[config.mk]
export PLATFORM = sky130hd
export DESIGN_NAME = cls_tx
export DESIGN_NICKNAME = d
export VERILOG_FILES = /design/src/cls_pkg.sv /design/src/cls_tx.sv /design/src/cls_fifo.sv
export SDC_FILE = /design/constraint.sdc
export NUM_CORES = 1
export LEC_CHECK = 0
export BUFFER_PORTS_ARGS = -buffer_cell sky130_fd_sc_hd__buf_2
export CAP_MARGIN = 30
export CORE_UTILIZATION = 35
export CTS_CLUSTER_DIAMETER = 50
export DETAILED_ROUTE_END_ITERATION = 8
export GPL_TIMING_DRIVEN = 0
export PLACE_DENSITY = 0.58
export SYNTH_ARGS = -nofsm -noshare
export SYNTH_HDL_FRONTEND = slang
export SYNTH_HIERARCHICAL = 1
export SYNTH_SLANG_ARGS = --single-unit
[constraint.sdc]
create_clock -name clk_i -period 3.04 [get_ports clk_i]
set_input_delay 0.152 -clock clk_i [delete_from_list [all_inputs] [get_ports clk_i]]
set_output_delay 0.152 -clock clk_i [all_outputs]
set_load 0.02 [all_outputs]
[src/cls_pkg.sv]
// cls_pkg: constants, states and carrier types of the current-loop sensor link transmitter
// assumes a 200 MHz core clock
package cls_pkg;

  localparam int unsigned CLK_MHZ        = 200;
  // self-timed frame period in us, and the sync integrator tick in us
  localparam int unsigned FRAME_PERIOD_US = 228;
  localparam int unsigned SYNC_TICK_US    = 1;
  localparam int unsigned FRAME_PERIOD_CYC = FRAME_PERIOD_US * CLK_MHZ;
  localparam int unsigned SYNC_TICK_CYC    = SYNC_TICK_US * CLK_MHZ;
  // manchester half-bit length in cycles (bit time 8 us)
  localparam int unsigned HALF_BIT_CYC     = 800;
  localparam logic [3:0]  SYNC_VALID_CNT   = 4'h7;
  localparam int unsigned DATA_W           = 10;
  localparam int unsigned PAY_W            = 16;
  localparam logic [4:0]  START_BITS       = 5'h02;
  localparam logic [2:0]  LAST_PHASE       = 3'h4;
  localparam logic [15:0] ERR_FRAME        = 16'hFC00;

  typedef enum logic [3:0] {
    CLS_IDLE  = 4'b0001,
    CLS_START = 4'b0010,
    CLS_DATA  = 4'b0100,
    CLS_STOP  = 4'b1000
  } cls_tx_state_t;

  typedef struct packed {
    logic manchester_phase_select;
    logic sync_mode_enable;
    logic bus_discharge_enable;
  } cls_cfg_t;

  typedef struct packed {
    logic modulation_current_step;
    logic discharge_sink_current;
  } cls_cur_t;

endpackage

[src/cls_tx.sv]
// cls_tx: transmit side of a two-wire current-loop sensor link
// assumes comparator and regulator-monitor levels arrive asynchronously from analogue pins
`timescale 1ns/100ps
module cls_tx #(
  parameter int unsigned FRAME_PERIOD = cls_pkg::FRAME_PERIOD_CYC,
  parameter int unsigned TICK_PERIOD  = cls_pkg::SYNC_TICK_CYC,
  parameter int unsigned HALF_BIT     = cls_pkg::HALF_BIT_CYC,
  parameter int unsigned FIFO_DEPTH   = 16
) (
  input  wire logic                        clk_i,
  input  wire logic                        srst_i,
  input  wire logic                        ce_i,
  input  wire cls_pkg::cls_cfg_t           cfg_i,
  input  wire logic                        above_upper_i,
  input  wire logic                        below_lower_i,
  input  wire logic                        regulator_low_i,
  input  wire logic                        fault_i,
  output logic                             conv_start_o,
  input  wire logic                        conv_done_i,
  input  wire logic [cls_pkg::DATA_W-1:0]  conv_data_i,
  output logic                             conv_ready_o,
  output cls_pkg::cls_cur_t                current_o,
  output logic [2:0]                       phase_o,
  output logic                             frame_active_o
);
  localparam int unsigned PW = cls_pkg::PAY_W;

  // two-stage synchronisers on analogue levels
  logic [2:0] sync1_reg;
  logic [2:0] sync2_reg;
  wire        up_s  = sync2_reg[0];
  wire        dn_s  = sync2_reg[1];
  wire        low_s = sync2_reg[2];
  wire        rst   = srst_i || low_s;

  always_ff @(posedge clk_i) begin
    if (srst_i) begin
      sync1_reg <= 3'h0;
      sync2_reg <= 3'h0;
    end else if (ce_i) begin
      sync1_reg <= {regulator_low_i, below_lower_i, above_upper_i};
      sync2_reg <= sync1_reg;
    end
  end

  // fault latch
  logic fault_reg;
  always_ff @(posedge clk_i) begin
    if (rst) begin
      fault_reg <= 1'b0;
    end else if (ce_i && fault_i) begin
      fault_reg <= 1'b1;
    end
  end

  // sync integrator
  logic [15:0] tick_cnt_reg;
  logic [3:0]  integ_reg;
  logic        blank_reg;
  logic        sync_valid;
  wire         tick = (tick_cnt_reg == 16'(TICK_PERIOD - 1));
  wire         sync_on = cfg_i.sync_mode_enable;
  wire         reached = (integ_reg == cls_pkg::SYNC_VALID_CNT);
  wire         tx_done;

  assign sync_valid = ce_i && tick && sync_on && !blank_reg && reached;

  always_ff @(posedge clk_i) begin
    if (rst) begin
      tick_cnt_reg <= 16'h0000;
      integ_reg    <= 4'h0;
      blank_reg    <= 1'b0;
    end else if (ce_i) begin
      tick_cnt_reg <= tick ? 16'h0000 : tick_cnt_reg + 16'h0001;
      if (sync_valid) begin
        blank_reg <= 1'b1;
        integ_reg <= 4'h0;
      end else if (blank_reg) begin
        if (tx_done) begin
          blank_reg <= 1'b0;
        end
      end else if (tick && sync_on && !reached) begin
        // residual count drops by one per tick while below the lower level
        if (up_s) begin
          integ_reg <= integ_reg + 4'h1;
        end else if (dn_s && integ_reg != 4'h0) begin
          integ_reg <= integ_reg - 4'h1;
        end
      end
    end
  end

  // self-timed period
  logic [31:0] period_reg;
  wire         period_hit = !sync_on && (period_reg == 32'(FRAME_PERIOD - 1));
  always_ff @(posedge clk_i) begin
    if (rst || sync_on) begin
      period_reg <= 32'h0000_0000;
    end else if (ce_i) begin
      period_reg <= period_hit ? 32'h0000_0000 : period_reg + 32'h0000_0001;
    end
  end

  // one conversion per opportunity; the frame sent now carries the previous result
  wire opportunity = (sync_on ? sync_valid : (ce_i && period_hit));
  logic [PW-1:0] held_reg;
  logic          have_data_reg;
  logic          pend_reg;
  wire [PW-1:0]  fifo_data;
  wire           fifo_valid;
  wire           fifo_in_ready;
  wire           fifo_take = fifo_valid && !pend_reg;

  assign conv_start_o = opportunity;
  assign conv_ready_o = fifo_in_ready;

  cls_fifo #(
    .WIDTH (PW),
    .DEPTH (FIFO_DEPTH)
  ) u_fifo (
    .clk_i       (clk_i),
    .srst_i      (rst),
    .ce_i        (ce_i),
    .in_data_i   ({{(PW-cls_pkg::DATA_W){1'b0}}, conv_data_i}),
    .in_valid_i  (conv_done_i),
    .in_ready_o  (fifo_in_ready),
    .out_data_o  (fifo_data),
    .out_valid_o (fifo_valid),
    .out_ready_i (fifo_take)
  );

  // hold latest result; a frame uses the held value captured before this opportunity
  logic [2:0] phase_reg;
  wire        phase5 = (phase_reg == cls_pkg::LAST_PHASE);
  wire        fire = opportunity && (have_data_reg || !phase5);
  logic [PW-1:0] frame_word;
  assign frame_word = fault_reg ? cls_pkg::ERR_FRAME : held_reg;

  always_ff @(posedge clk_i) begin
    if (rst) begin
      held_reg      <= 16'h0000;
      have_data_reg <= 1'b0;
      pend_reg      <= 1'b0;
      phase_reg     <= 3'h0;
    end else if (ce_i) begin
      if (fifo_take) begin
        held_reg      <= fifo_data;
        have_data_reg <= 1'b1;
      end
      pend_reg <= 1'b0;
      if (fire && !phase5) begin
        phase_reg <= phase_reg + 3'h1;
      end
    end
  end

  // manchester serialiser
  cls_pkg::cls_tx_state_t st_reg;
  cls_pkg::cls_tx_state_t st_next;
  logic [PW-1:0] shift_reg;
  // payload frozen at the opportunity, so a result taken during the frame waits a period
  logic [PW-1:0] payload_reg;
  logic [4:0]    bit_cnt_reg;
  logic [15:0]   half_cnt_reg;
  logic          half_reg;
  logic          mod_reg;
  logic          sink_reg;
  wire           half_end = (half_cnt_reg == 16'(HALF_BIT - 1));
  wire           bit_end  = half_end && half_reg;
  wire [1:0]     starts   = cfg_i.manchester_phase_select ? 2'b00 : 2'b10;
  wire           cur_bit  = shift_reg[PW-1];
  // first half level; second half is its inverse
  wire           first_lvl = cur_bit ^ ~cfg_i.manchester_phase_select;
  wire           lvl = half_reg ? ~first_lvl : first_lvl;
  wire           discharge = cfg_i.bus_discharge_enable && sync_on;

  assign tx_done = bit_end && (st_reg == cls_pkg::CLS_STOP);

  always_comb begin
    st_next = st_reg;
    case (st_reg)
      cls_pkg::CLS_IDLE: begin
        if (fire) begin
          st_next = cls_pkg::CLS_START;
        end
      end
      cls_pkg::CLS_START: begin
        if (bit_end && bit_cnt_reg == 5'h01) begin
          st_next = cls_pkg::CLS_DATA;
        end
      end
      cls_pkg::CLS_DATA: begin
        if (bit_end && bit_cnt_reg == 5'(PW - 1)) begin
          st_next = cls_pkg::CLS_STOP;
        end
      end
      cls_pkg::CLS_STOP: begin
        if (bit_end) begin
          st_next = cls_pkg::CLS_IDLE;
        end
      end
      default: begin
        st_next = cls_pkg::CLS_IDLE;
      end
    endcase
  end

  always_ff @(posedge clk_i) begin
    if (rst) begin
      st_reg       <= cls_pkg::CLS_IDLE;
      shift_reg    <= 16'h0000;
      payload_reg  <= 16'h0000;
      bit_cnt_reg  <= 5'h00;
      half_cnt_reg <= 16'h0000;
      half_reg     <= 1'b0;
    end else if (ce_i) begin
      st_reg <= st_next;
      if (st_reg == cls_pkg::CLS_IDLE) begin
        half_cnt_reg <= 16'h0000;
        half_reg     <= 1'b0;
        bit_cnt_reg  <= 5'h00;
        if (fire) begin
          shift_reg   <= {starts, 14'h0000};
          payload_reg <= frame_word;
        end
      end else begin
        half_cnt_reg <= half_end ? 16'h0000 : half_cnt_reg + 16'h0001;
        if (half_end) begin
          half_reg <= ~half_reg;
        end
        if (bit_end) begin
          if (st_reg == cls_pkg::CLS_START && bit_cnt_reg == 5'h01) begin
            shift_reg   <= payload_reg;
            bit_cnt_reg <= 5'h00;
          end else begin
            shift_reg   <= {shift_reg[PW-2:0], 1'b0};
            bit_cnt_reg <= bit_cnt_reg + 5'h01;
          end
        end
      end
    end
  end

  // current outputs from flip-flops
  always_ff @(posedge clk_i) begin
    if (rst) begin
      mod_reg  <= 1'b0;
      sink_reg <= 1'b0;
    end else if (ce_i) begin
      mod_reg <= (st_reg == cls_pkg::CLS_START || st_reg == cls_pkg::CLS_DATA) && lvl;
      if (sync_valid && discharge) begin
        sink_reg <= 1'b1;
      end else if (fire || !discharge) begin
        sink_reg <= 1'b0;
      end
    end
  end

  assign current_o.modulation_current_step = mod_reg;
  assign current_o.discharge_sink_current  = sink_reg;
  assign phase_o        = phase_reg;
  assign frame_active_o = (st_reg != cls_pkg::CLS_IDLE);
endmodule

[src/cls_fifo.sv]
// cls_fifo: synchronous valid/ready fifo for conversion results
// assumes one clock, synchronous reset and a clock enable shared with its user
`timescale 1ns/100ps
module cls_fifo #(
  parameter int unsigned WIDTH = 16,
  parameter int unsigned DEPTH = 16
) (
  input  wire logic             clk_i,
  input  wire logic             srst_i,
  input  wire logic             ce_i,
  input  wire logic [WIDTH-1:0] in_data_i,
  input  wire logic             in_valid_i,
  output logic                  in_ready_o,
  output logic      [WIDTH-1:0] out_data_o,
  output logic                  out_valid_o,
  input  wire logic             out_ready_i
);
  localparam int unsigned AW = $clog2(DEPTH);

  logic [WIDTH-1:0] mem_reg [DEPTH];
  logic [AW-1:0]    wr_ptr_reg;
  logic [AW-1:0]    rd_ptr_reg;
  logic [AW:0]      count_reg;
  logic [WIDTH-1:0] out_reg;
  logic             out_valid_reg;
  wire              push = ce_i && in_valid_i && in_ready_o;
  wire              load = ce_i && (count_reg != '0) && (!out_valid_reg || out_ready_i);
  wire              pop_out = ce_i && out_valid_reg && out_ready_i;

  assign in_ready_o  = (count_reg != (AW+1)'(DEPTH));
  assign out_data_o  = out_reg;
  assign out_valid_o = out_valid_reg;

  always_ff @(posedge clk_i) begin
    if (push) begin
      mem_reg[wr_ptr_reg] <= in_data_i;
    end
  end

  // output word stands in a register; count holds words still in memory
  always_ff @(posedge clk_i) begin
    if (srst_i) begin
      wr_ptr_reg    <= '0;
      rd_ptr_reg    <= '0;
      count_reg     <= '0;
      out_reg       <= '0;
      out_valid_reg <= 1'b0;
    end else begin
      if (push) begin
        wr_ptr_reg <= AW'((wr_ptr_reg + 1'b1) % DEPTH);
      end
      if (load) begin
        out_reg       <= mem_reg[rd_ptr_reg];
        out_valid_reg <= 1'b1;
        rd_ptr_reg    <= AW'((rd_ptr_reg + 1'b1) % DEPTH);
      end else if (pop_out) begin
        out_valid_reg <= 1'b0;
      end
      count_reg <= count_reg + (AW+1)'(push) - (AW+1)'(load);
    end
  end
endmodule

Yosys cells after proc, flatten, opt, wreduce, memory -nomap -nowiden
Memory sizes are Yosys's and may differ from the RTL's. A register that Yosys moved wholly into a read port is not among the register bits.
Index checks and enable logic that the tools add are counted.
- add/subtract/negate cells: 11
- multipliers: 0
- divide/modulo/power cells: 0
- order comparisons: 0
- equality and inequality tests: 18
- shift-type cells: 0
- multiplexer cells: 36
- bitwise logic cells: 4
- reductions and logical operators: 52
- operator list (cell ; number):
    16-bit two-way mux ; 8
    4-bit two-way mux ; 9
    16-bit by 1-bit adder with 16-bit output (second input constant) ; 2
    32-bit by 1-bit adder with 32-bit output (second input constant) ; 1
    32-bit by 16-bit equality test with 1-bit output (second input constant) ; 1
    32-bit two-way mux ; 1
    1-bit logical AND ; 25
    16-bit by 10-bit equality test with 1-bit output (second input constant) ; 1
    16-bit by 8-bit equality test with 1-bit output (second input constant) ; 1
    4-bit one-hot mux with 4 select lines ; 1
    5-bit two-way mux ; 3
    1-bit two-way mux ; 13
    4-bit by 1-bit adder with 4-bit output (second input constant) ; 3
    2-bit AND reduction ; 5
    2-bit nonzero test ; 5
    4-bit by 3-bit equality test with 1-bit output (second input constant) ; 2
    2-bit != test (second input constant) ; 4
    3-bit AND reduction ; 2
    5-bit by 1-bit adder with 5-bit output ; 1
    5-bit by 1-bit adder with 5-bit output (second input constant) ; 1
    5-bit by 1-bit equality test with 1-bit output (second input constant) ; 1
    5-bit by 4-bit equality test with 1-bit output (second input constant) ; 1
    1-bit zero test ; 5
    1-bit logical OR ; 5
    other kinds (18) ; 20
- register bits after elaboration: 170
- bits in latches: 0
- memory bits (writable): 160
- ROM bits: 0
- bits of input ports: 21
- output and inout bits: 8
- memories: 1
- memories (memory ; depth ; bits a word ; rd ports ; clocked after memory_dff ; wr ports ; RTL line ; RTL):
    u_fifo.mem_reg ; 16 ; 10 ; 1 ; 1 ; 1 ; cls_fifo.sv:20 ; logic [WIDTH-1:0] mem_reg [DEPTH];

Longest topological paths before layout
Gate-level depths: netlist of run 1.
- word-level depth: 10
- mapped depth: 15
- mapped depth without buffers: 14

Hierarchy
Netlist of run 1, hierarchy kept.
- by module, submodules not included (module ; times used ; cells each ; area each (um^2)):
    cls_fifo ; 1 ; 536 ; 11143.2
    cls_tx ; 1 ; 747 ; 6397.4

Worst setup path before layout of run 1
OpenSTA, ideal clock, no wires.
- kind: reg-to-reg
- start point: register u_fifo.count_reg[2]
- end point: memory u_fifo/mem_reg[0][0] (netlist name) (enable)
- library setup time: 409 ps
- data arrival time: 2486 ps
- slack: 145 ps
- stages on the path, launching flop included: 8
- path buffers: 1
- clock period less this slack: 2895 ps
- cells stage by stage: dfxtp_1 inv_1 ha_1 nand4bb_1 and2_1 clkbuf_1 nand2_1 nor3_1
- word-level cells in the longest chain between the ends: 4
- ends and longest elaborated chain (element ; RTL line ; RTL):
    from (decl) ; cls_fifo.sv:23 ; logic [AW:0] count_reg;
    from (signal assigned) ; cls_fifo.sv:59 ; count_reg <= count_reg + (AW+1)'(push) - (AW+1)'(load);
    5-bit != test ; cls_fifo.sv:30 ; assign in_ready_o = (count_reg != (AW+1)'(DEPTH));
    via conv_ready_o ; cls_tx.sv:21 ; output logic conv_ready_o,
    1-bit logical AND ; cls_fifo.sv:26 ; wire push = ce_i && in_valid_i && in_ready_o;
    1-bit two-way mux ; cls_fifo.sv:35 ; if (push) begin
    1-bit two-way mux (implied by the code) ; cls_fifo.sv:36 ; mem_reg[wr_ptr_reg] <= in_data_i;
    to (decl) ; cls_fifo.sv:20 ;
The timed path passes the listed nets, and every way through them passes these cells.

Final worst setup path of run 1
- start point: register period_reg[14]
- end point: output port conv_start_o
- word-level cells in the longest chain between the ends: 4
- ends and longest elaborated chain (element ; RTL line ; RTL):
    from (decl) ; cls_tx.sv:94 ; logic [31:0] period_reg;
    from (signal assigned) ; cls_tx.sv:100 ; period_reg <= period_hit ? 32'h0000_0000 : period_reg + 32'h0000_0001;
    32-bit by 16-bit equality test with 1-bit output ; cls_tx.sv:95 ; wire period_hit = !sync_on && (period_reg == 32'(FRAME_PERIOD - 1));
    1-bit logical AND ; cls_tx.sv:95 ;
    1-bit logical AND ; cls_tx.sv:105 ; wire opportunity = (sync_on ? sync_valid : (ce_i && period_hit));
    1-bit two-way mux ; cls_tx.sv:105 ;
    to (decl) ; cls_tx.sv:18 ; output logic conv_start_o,
Every way passes these cells.

==> qor.tcl, run 1 <==
set qor(place_area_um2) 19200
set qor(number_of_search_and_repair_iterations_in_the_first_detailed_routing_pass) 5
set qor(max_freq_ghz) 0.340
set qor(detailroute.via_count) 10609
set qor(rsz0062_at_grt) {no}
set qor(ys_seq_area_frac) 0.632
set qor(ff2ff_path_depth) 14
set qor(syn-mean-instance-area_um2) 13.7
set qor(tritoncts) {yes}
set qor(grt_max_degree) 17
set qor(clockBufferDepth) 3
set qor(first_pass_grt_wire_length_um) 60100
set qor(post-route-min-period_ns) 2.95
set qor(drive_above_1_share) 0.166
set qor(drc_errors) 0
set qor(finalMaxSlewViolations) 0
set qor(width_of_the_die_um) 226
set qor(synth_enable_flop_cells) 256
set qor(timing.hold.worst.start) {ce_i}
set qor(slew-limit-headroom) 0.360
set qor(final_antenna_diode_count) 0
set qor(worstHoldPathCells) 4
set qor(setup_tns_ns) 0
set qor(synth.distinct_cells) 68
set qor(sink_count) 426
set qor(arrival_time_reported_for_the_critical_path_endpoint_ns) 2.79
set qor(setup.reg_to_reg.worst_slack_ns) 0.20
set qor(final-instance-count-excl-fill) 2190
set qor(max_cap_violations) 0
set qor(ir_drop_worst_vdd_v) 0.000490
set qor(synthTopCellsByArea) {sky130_fd_sc_hd__edfxtp_1 44%, sky130_fd_sc_hd__dfxtp_1 19%, sky130_fd_sc_hd__mux4_2 8.2%}
set qor(cellLeakagePower_nw) 7.11
set qor(root_buffer) {sky130_fd_sc_hd__clkbuf_16}
set qor(io_pins) 29
set qor(critical_path.startpoint) {period_reg[14]}
set qor(final-hold-violation-count) 0
set qor(grt_remaining_overflow) 0
set qor(cp-end-kind) {output pin}
set qor(ys_async_sr_fraction) 0
set qor(setup.worst_path.class) {flop to output pin}
set qor(floorplan.initialDensity) 0.357
set qor(hold_ws_ns) 0.0409
set qor(rr_startpoint) {u_fifo/count_reg[2]}
set qor(synthesis_warning_total) 6
set qor(setup_fix_buffers_added_after_clock_tree_synthesis) 0
set qor(crit_path_max_fanout) 6
set qor(die_area_um2) 51000
set qor(power.density_nw_per_um2) 638
set qor(core-area_um2) 49200
set qor(netlist_top_cells_count) {256 x sky130_fd_sc_hd__edfxtp_1, 170 x sky130_fd_sc_hd__dfxtp_1, 126 x sky130_fd_sc_hd__nor2_1}
set qor(worstPathRequired_ns) 2.89
set qor(drt_wl_total_um) 37400
set qor(die_height_um) 226
set qor(design_area_um2) 20900
set qor(antenna_found_initial) 0
set qor(layout_worst_path_cycle_share) 0.969
set qor(globalplace.congestion) 0.798
set qor(global_route_usage_over_all_layers) 0.153
set qor(finClkSkew_ns) 0.0225
set qor(dp.final_hpwl_um) 25700
set qor(nNetsFinal) 1535
set qor(drc_violation_total_after_the_first_tritonroute_iteration) 701
set qor(synth.top_cell.area_share) 0.438
set qor(yosys_register_bits) 426
set qor(hold_path_end) {u_fifo/out_valid_o}
set qor(synthDominantAreaCellType) {sky130_fd_sc_hd__edfxtp_1}
set qor(syn_inst) 1283
set qor(setup_violations) 0
set qor(clk_transition_reported_paths_ns) 0.06
set qor(first_global_vias) 10948
set qor(syn_to_final_growth_pct) 19.0
set qor(worstSkewPairLatency_ns) 0.58
set qor(largest_register_ffs) 256
set qor(synth_top_flop_cell) {sky130_fd_sc_hd__edfxtp_1}
set qor(avgViaCountPerCell) 4.84
set qor(min-delay-path-class) {input port to flop}
set qor(cts_made_buffers) 46
set qor(port-buffer-count) 28
set qor(num_rows) 81
set qor(route.detailed.wl_per_inst_um) 17.1
set qor(placed_cells_incl_taps) 2089
set qor(syn_area_um2) 17500
set qor(ant_nets) 0
set qor(startpoint_type) {flop}
set qor(regToRegEndpoint) {u_fifo/count_reg[4]}
set qor(run_status) {finished clean}
set qor(dominant_cell_by_count_in_the_synthesized_netlist) {sky130_fd_sc_hd__edfxtp_1}
set qor(clock_tree.htree_level_count) 2
set qor(tightest_slew_ns) 0.960
-- power by group --
group,switching [mW],leakage (nW),total [mW],internal (mW)
Sequential,0.124,3.68,6.40,6.28
Clock,2.25,0.708,5.30,3.05
Combinational,0.905,2.72,1.62,0.716
Total,3.28,7.11,13.3,10.0
-- cells in the final DEF (no fill, tap or decap), drive strengths merged, types with 6 or more instances in the layout --
| cell | synthesis | layout |
|---|---|---|
| xor2 | 41 | 41 |
| or3 | 11 | 11 |
| xnor2 | 29 | 29 |
| a21oi | 53 | 53 |
| nand4 | 20 | 20 |
| or4b | 6 | 6 |
| and3 | 19 | 19 |
| clkbuf | 30 | 94 |
| edfxtp | 256 | 256 |
| nor2 | 126 | 126 |
| dlygate4sd3 | 0 | 19 |
| conb | 1 | 96 |
| nand2b | 6 | 6 |
| mux2i | 59 | 59 |
| buf | 34 | 81 |
| o21ai | 16 | 16 |
| nor4 | 16 | 16 |
| clkinv | 0 | 15 |
| inv | 26 | 29 |
| nand3 | 47 | 47 |
| ha | 21 | 21 |
| dfxtp | 170 | 170 |
| o221ai | 16 | 16 |
| o31ai | 17 | 17 |
| nand2 | 91 | 91 |
| mux4 | 64 | 64 |
| or4 | 6 | 6 |
| nor3 | 26 | 26 |
| nand3b | 28 | 28 |
-- worst max-delay path: stages, from the launching register on --
cell and delay (ns):
sky130_fd_sc_hd__dfxtp_1 0.35, sky130_fd_sc_hd__or4b_1 0.52, sky130_fd_sc_hd__or4_4 0.52, sky130_fd_sc_hd__or4_4 0.51, sky130_fd_sc_hd__o31ai_2 0.11, sky130_fd_sc_hd__buf_4 0.21
-- per-stage QoR --
stage	utilization	power (mW)	setup slack (ns)
after floorplan	-	7.63	0.145
after global placement	0.384	8.09	-1.15
after detailed placement	0.391	8.13	0.203
after CTS	0.425	13.5	0.00982
after global routing	0.425	13.9	0.00591
final	0.425	13.3	0.0948
-- worst max path at each step --
stage                                        to  slack [ns]  cells past startpoint
after floorplan            u_fifo/mem_reg[0][0]        0.14                      7
after global placement    u_fifo/mem_reg[2][10]       -1.15                      7
after detailed placement    u_fifo/count_reg[4]        0.20                     15
after CTS                          conv_start_o        0.01                      5
after global routing               conv_start_o       0.006                      5
final                              conv_start_o        0.09                      5
-- repair_timing --
item	CTS	global route
endpoints found under the setup margin	1	2
gates resized for setup	2	2
endpoints found under the hold margin	168	0
pin swaps	0	0
hold buffers	19	0
-- cell families (layout without fill, tap and decap cells) --
group	after synthesis	count (layout)	synth area share
DFF	426	426	0.632
xor gates and xnor gates	70	70	0.0350
other	1	96	0.000214
adders and majority gates	23	23	0.0173
and+or+nand+nor	432	432	0.127
buffers and inverters	90	238	0.0258
muxes	123	123	0.116
AOI/OAI and AO/OA	118	118	0.0462
-- metal layers --
metal,share of wire,track usage,up-vias
li1,-,-,5127
met1,0.45,0.199,5254
met2,0.49,0.260,168
met3,0.035,0.0245,60
met4,0.025,0.0520,0
met5,0,0,-
-- cell type report --
type,instances,area [um2]
plain buffers,63,352
clock buffers,65,1330
repair buffers,66,649
inverters,26,97.6
clock inverters,18,111
multi-input cells,862,6410
well taps,664,831
fillers,4556,28300
flip-flops and latches,426,11100
No activity file was read; power rests on OpenSTA's default activity.
==> inputs of run 2 (changes only) <==
Settings changed: PLACE_DENSITY 0.58 to 0.59, SYNTH_HIERARCHICAL 1 to default.
==> qor.tcl, run 2 <==
set qor(run_status) {finished clean} ;# unchanged
set qor(final_core_util) 0.423 ;# was 0.425
set qor(rsz0062_at_grt) {no} ;# unchanged
set qor(largest_register_ffs) 160 ;# was 256
set qor(nNetsFinal) 1229 ;# was 1535
set qor(setup.worst_path.class) {flop to flop} ;# was flop to output pin
set qor(min-delay-path-class) {input port to flop} ;# unchanged
set qor(core-area_um2) 36900 ;# was 49200 um2
set qor(drc_errors) 0 ;# unchanged
set qor(max_cap_violations) 0 ;# unchanged
set qor(final-instance-count-excl-fill) 1718 ;# was 2190
set qor(synthDominantAreaCellType) {sky130_fd_sc_hd__edfxtp_1} ;# unchanged
set qor(ant_nets) 0 ;# unchanged
set qor(rr_startpoint) {u_fifo.count_reg[3]} ;# was u_fifo/count_reg[2]
set qor(width_of_the_die_um) 196 ;# was 226 um
set qor(worstPathRequired_ns) 3.51 ;# was 2.89 ns
set qor(cellLeakagePower_nw) 5.21 ;# was 7.11 nW
set qor(netlist_top_cells_count) {160 x sky130_fd_sc_hd__edfxtp_1, 153 x sky130_fd_sc_hd__dfxtp_1, 126 x sky130_fd_sc_hd__nor2_1} ;# was 256 x sky130_fd_sc_hd__edfxtp_1, 170 x sky130_fd_sc_hd__dfxtp_1, 126 x sky130_fd_sc_hd__nor2_1
set qor(num_rows) 70 ;# was 81
set qor(synth.distinct_cells) 61 ;# was 68
set qor(most_frequent_cells_in_the_layout) {160 x sky130_fd_sc_hd__edfxtp_1, 153 x sky130_fd_sc_hd__dfxtp_1, 125 x sky130_fd_sc_hd__nor2_1} ;# was 256 x sky130_fd_sc_hd__edfxtp_1, 170 x sky130_fd_sc_hd__dfxtp_1, 114 x sky130_fd_sc_hd__nor2_1
set qor(ir_drop_worst_vdd_v) 0.000447 ;# was 0.000490 V
set qor(drt_wl_total_um) 27700 ;# was 37400 um
set qor(clock_tree.htree_level_count) 2 ;# unchanged
set qor(io_pins) 29 ;# unchanged
set qor(clockBufferDepth) 3 ;# unchanged
set qor(detailroute.via_count) 8514 ;# was 10609
set qor(first_pass_grt_wire_length_um) 45000 ;# was 60100 um
set qor(port-buffer-count) 27 ;# was 28
set qor(arrival_time_reported_for_the_critical_path_endpoint_ns) 3.29 ;# was 2.79 ns
set qor(post-route-min-period_ns) 2.83 ;# was 2.95 ns
set qor(tritoncts) {yes} ;# unchanged
set qor(floorplan.initialDensity) 0.358 ;# was 0.357
set qor(first_global_vias) 8482 ;# was 10948
set qor(finClkSkew_ns) 0.0282 ;# was 0.0225 ns
set qor(layout_worst_path_cycle_share) 0.930 ;# was 0.969
set qor(max_freq_ghz) 0.354 ;# was 0.340 GHz
set qor(root_buffer) {sky130_fd_sc_hd__clkbuf_16} ;# unchanged
set qor(drive_above_1_share) 0.160 ;# was 0.166
set qor(antenna_found_initial) 0 ;# unchanged
set qor(slew-limit-headroom) 0.358 ;# was 0.360
set qor(cts_made_buffers) 39 ;# was 46
set qor(synthTopCellsByArea) {sky130_fd_sc_hd__edfxtp_1 36%, sky130_fd_sc_hd__dfxtp_1 23%, sky130_fd_sc_hd__mux4_2 8.5%} ;# was sky130_fd_sc_hd__edfxtp_1 44%, sky130_fd_sc_hd__dfxtp_1 19%, sky130_fd_sc_hd__mux4_2 8.2%
set qor(tightest_slew_ns) 0.959 ;# was 0.960 ns
set qor(critical_path.startpoint) {u_fifo.count_reg[3]} ;# was period_reg[14]
set qor(worstSkewPairLatency_ns) 0.55 ;# was 0.58 ns
set qor(avgViaCountPerCell) 4.96 ;# was 4.84
set qor(route.detailed.wl_per_inst_um) 16.1 ;# was 17.1 um
set qor(setup_fix_buffers_added_after_clock_tree_synthesis) 0 ;# unchanged
set qor(syn_inst) 1087 ;# was 1283
set qor(synth_top_flop_cell) {sky130_fd_sc_hd__edfxtp_1} ;# unchanged
set qor(ys_seq_area_frac) 0.596 ;# was 0.632
set qor(clk_transition_reported_paths_ns) 0.06 ;# about the same
set qor(setup_violations) 0 ;# unchanged
set qor(syn-mean-instance-area_um2) 12.1 ;# was 13.7 um2
set qor(synth_nets) 1131
set qor(cp-end-kind) {flop} ;# was output pin
set qor(final_antenna_diode_count) 0 ;# unchanged
set qor(crit_path_max_fanout) 15 ;# was 6
set qor(synth.top_cell.area_share) 0.364 ;# was 0.438
set qor(grt_max_degree) 17 ;# unchanged
set qor(placed_cells_incl_taps) 1627 ;# was 2089
set qor(mostFrequentLayoutCell) {sky130_fd_sc_hd__edfxtp_1} ;# unchanged
set qor(grt_remaining_overflow) 0 ;# unchanged
set qor(die_area_um2) 38500 ;# was 51000 um2
set qor(dominant_cell_by_count_in_the_synthesized_netlist) {sky130_fd_sc_hd__edfxtp_1} ;# unchanged
set qor(ys_async_sr_fraction) 0 ;# unchanged
set qor(syn_area_um2) 13200 ;# was 17500 um2
set qor(number_of_search_and_repair_iterations_in_the_first_detailed_routing_pass) 5 ;# unchanged
set qor(global_route_usage_over_all_layers) 0.148 ;# was 0.153
set qor(sink_count) 313 ;# was 426
set qor(drc_violation_total_after_the_first_tritonroute_iteration) 554 ;# was 701
set qor(dp.final_hpwl_um) 18800 ;# was 25700 um
set qor(startpoint_type) {flop} ;# unchanged
set qor(synthesis_warning_total) 0 ;# was 6
set qor(hold_ws_ns) 0.0732 ;# was 0.0409 ns
set qor(yosys_register_bits) 313 ;# was 426
set qor(timing.hold.worst.start) {cfg_i[1]} ;# was ce_i
set qor(finalMaxSlewViolations) 0 ;# unchanged
set qor(syn_to_final_growth_pct) 18.2 ;# was 19.0%
set qor(final-hold-violation-count) 0 ;# unchanged
set qor(globalplace.congestion) 0.804 ;# was 0.798
set qor(die_height_um) 196 ;# was 226 um
set qor(power.density_nw_per_um2) 677 ;# was 638 nW/um2
set qor(synth_enable_flop_cells) 160 ;# was 256
## run 2: what timing repair did
| item | CTS | global route |
|---|---|---|
| resized for setup | 1 | 3 |
| setup endpoints to repair | 1 | 8 |
| hold buffers | 20 | 0 |
| endpoints found under the hold margin | 169 | 0 |
## run 2: path summary, 6_finish.rpt
check | endpoint | slack, ns | cells past startpoint
hold / removal | sink_reg | 0.07 | 5
setup reg to reg | u_fifo.count_reg[4] | 0.21 | 13
hold reg to reg | payload_reg[1] | 0.45 | 2
setup / recovery | u_fifo.count_reg[4] | 0.21 | 13
## run 2: metal layers
metal,routed length (um),vias to the layer above,GRT usage
li1,-,4165,-
met3,1340,41,0.0270
met1,13100,4140,0.201
met2,12700,168,0.239
met5,0,-,0
met4,470,0,0.0428
## run 2: layout make-up
class | instances | area, um2
buffer | 52 | 249
clock buffer | 47 | 1020
clock inverter | 23 | 285
fill | 3435 | 21300
inverter | 22 | 82.6
multi-input combinational | 699 | 5030
sequential | 313 | 7870
tap | 504 | 631
timing repair buffer | 58 | 450
## run 2: report_power, final
part | switching (mW) | internal [mW] | total [mW]
Clock | 1.85 | 2.77 | 4.63
Sequential | 0.0609 | 4.55 | 4.61
Combinational | 0.708 | 0.627 | 1.33
Total | 2.62 | 7.95 | 10.6
## run 2: cell families (layout without fill, tap and decap cells)
group                      Yosys count  count (layout)  synth area share
DFF                                313             313             0.596
xor gates and xnor gates            66              66            0.0438
buffers and inverters               75             202            0.0254
muxes                               74              74             0.104
and+or+nand+nor                    421             421             0.158
AOI/OAI and AO/OA                  115             115            0.0494
adders and majority gates           23              23            0.0229
## run 2: through the flow
step	TNS [ns]	total power, mW	cell area, um2	setup WS [ns]
after floorplan	0	5.66	13200	0.211
after global placement	-25.13	5.99	14000	-0.689
after detailed placement	-3.59	6.03	14100	-0.529
after CTS	0	10.7	15600	0.0743
after global routing	0	11.0	15600	0.00288
final	0	10.6	15600	0.214
## run 2: critical path: stages, from the launching register on
cell and delay, ns:
sky130_fd_sc_hd__dfxtp_1 0.32, sky130_fd_sc_hd__inv_1 0.08, sky130_fd_sc_hd__ha_1 0.16, sky130_fd_sc_hd__nand2_1 0.05, sky130_fd_sc_hd__o21ai_1 0.27, sky130_fd_sc_hd__inv_2 0.20, sky130_fd_sc_hd__ha_1 0.32, sky130_fd_sc_hd__inv_1 0.04
sky130_fd_sc_hd__ha_1 0.21, sky130_fd_sc_hd__fa_1 0.42, sky130_fd_sc_hd__a21oi_1 0.15, sky130_fd_sc_hd__nor2_1 0.06, sky130_fd_sc_hd__or3_1 0.34, sky130_fd_sc_hd__a21oi_1 0.14
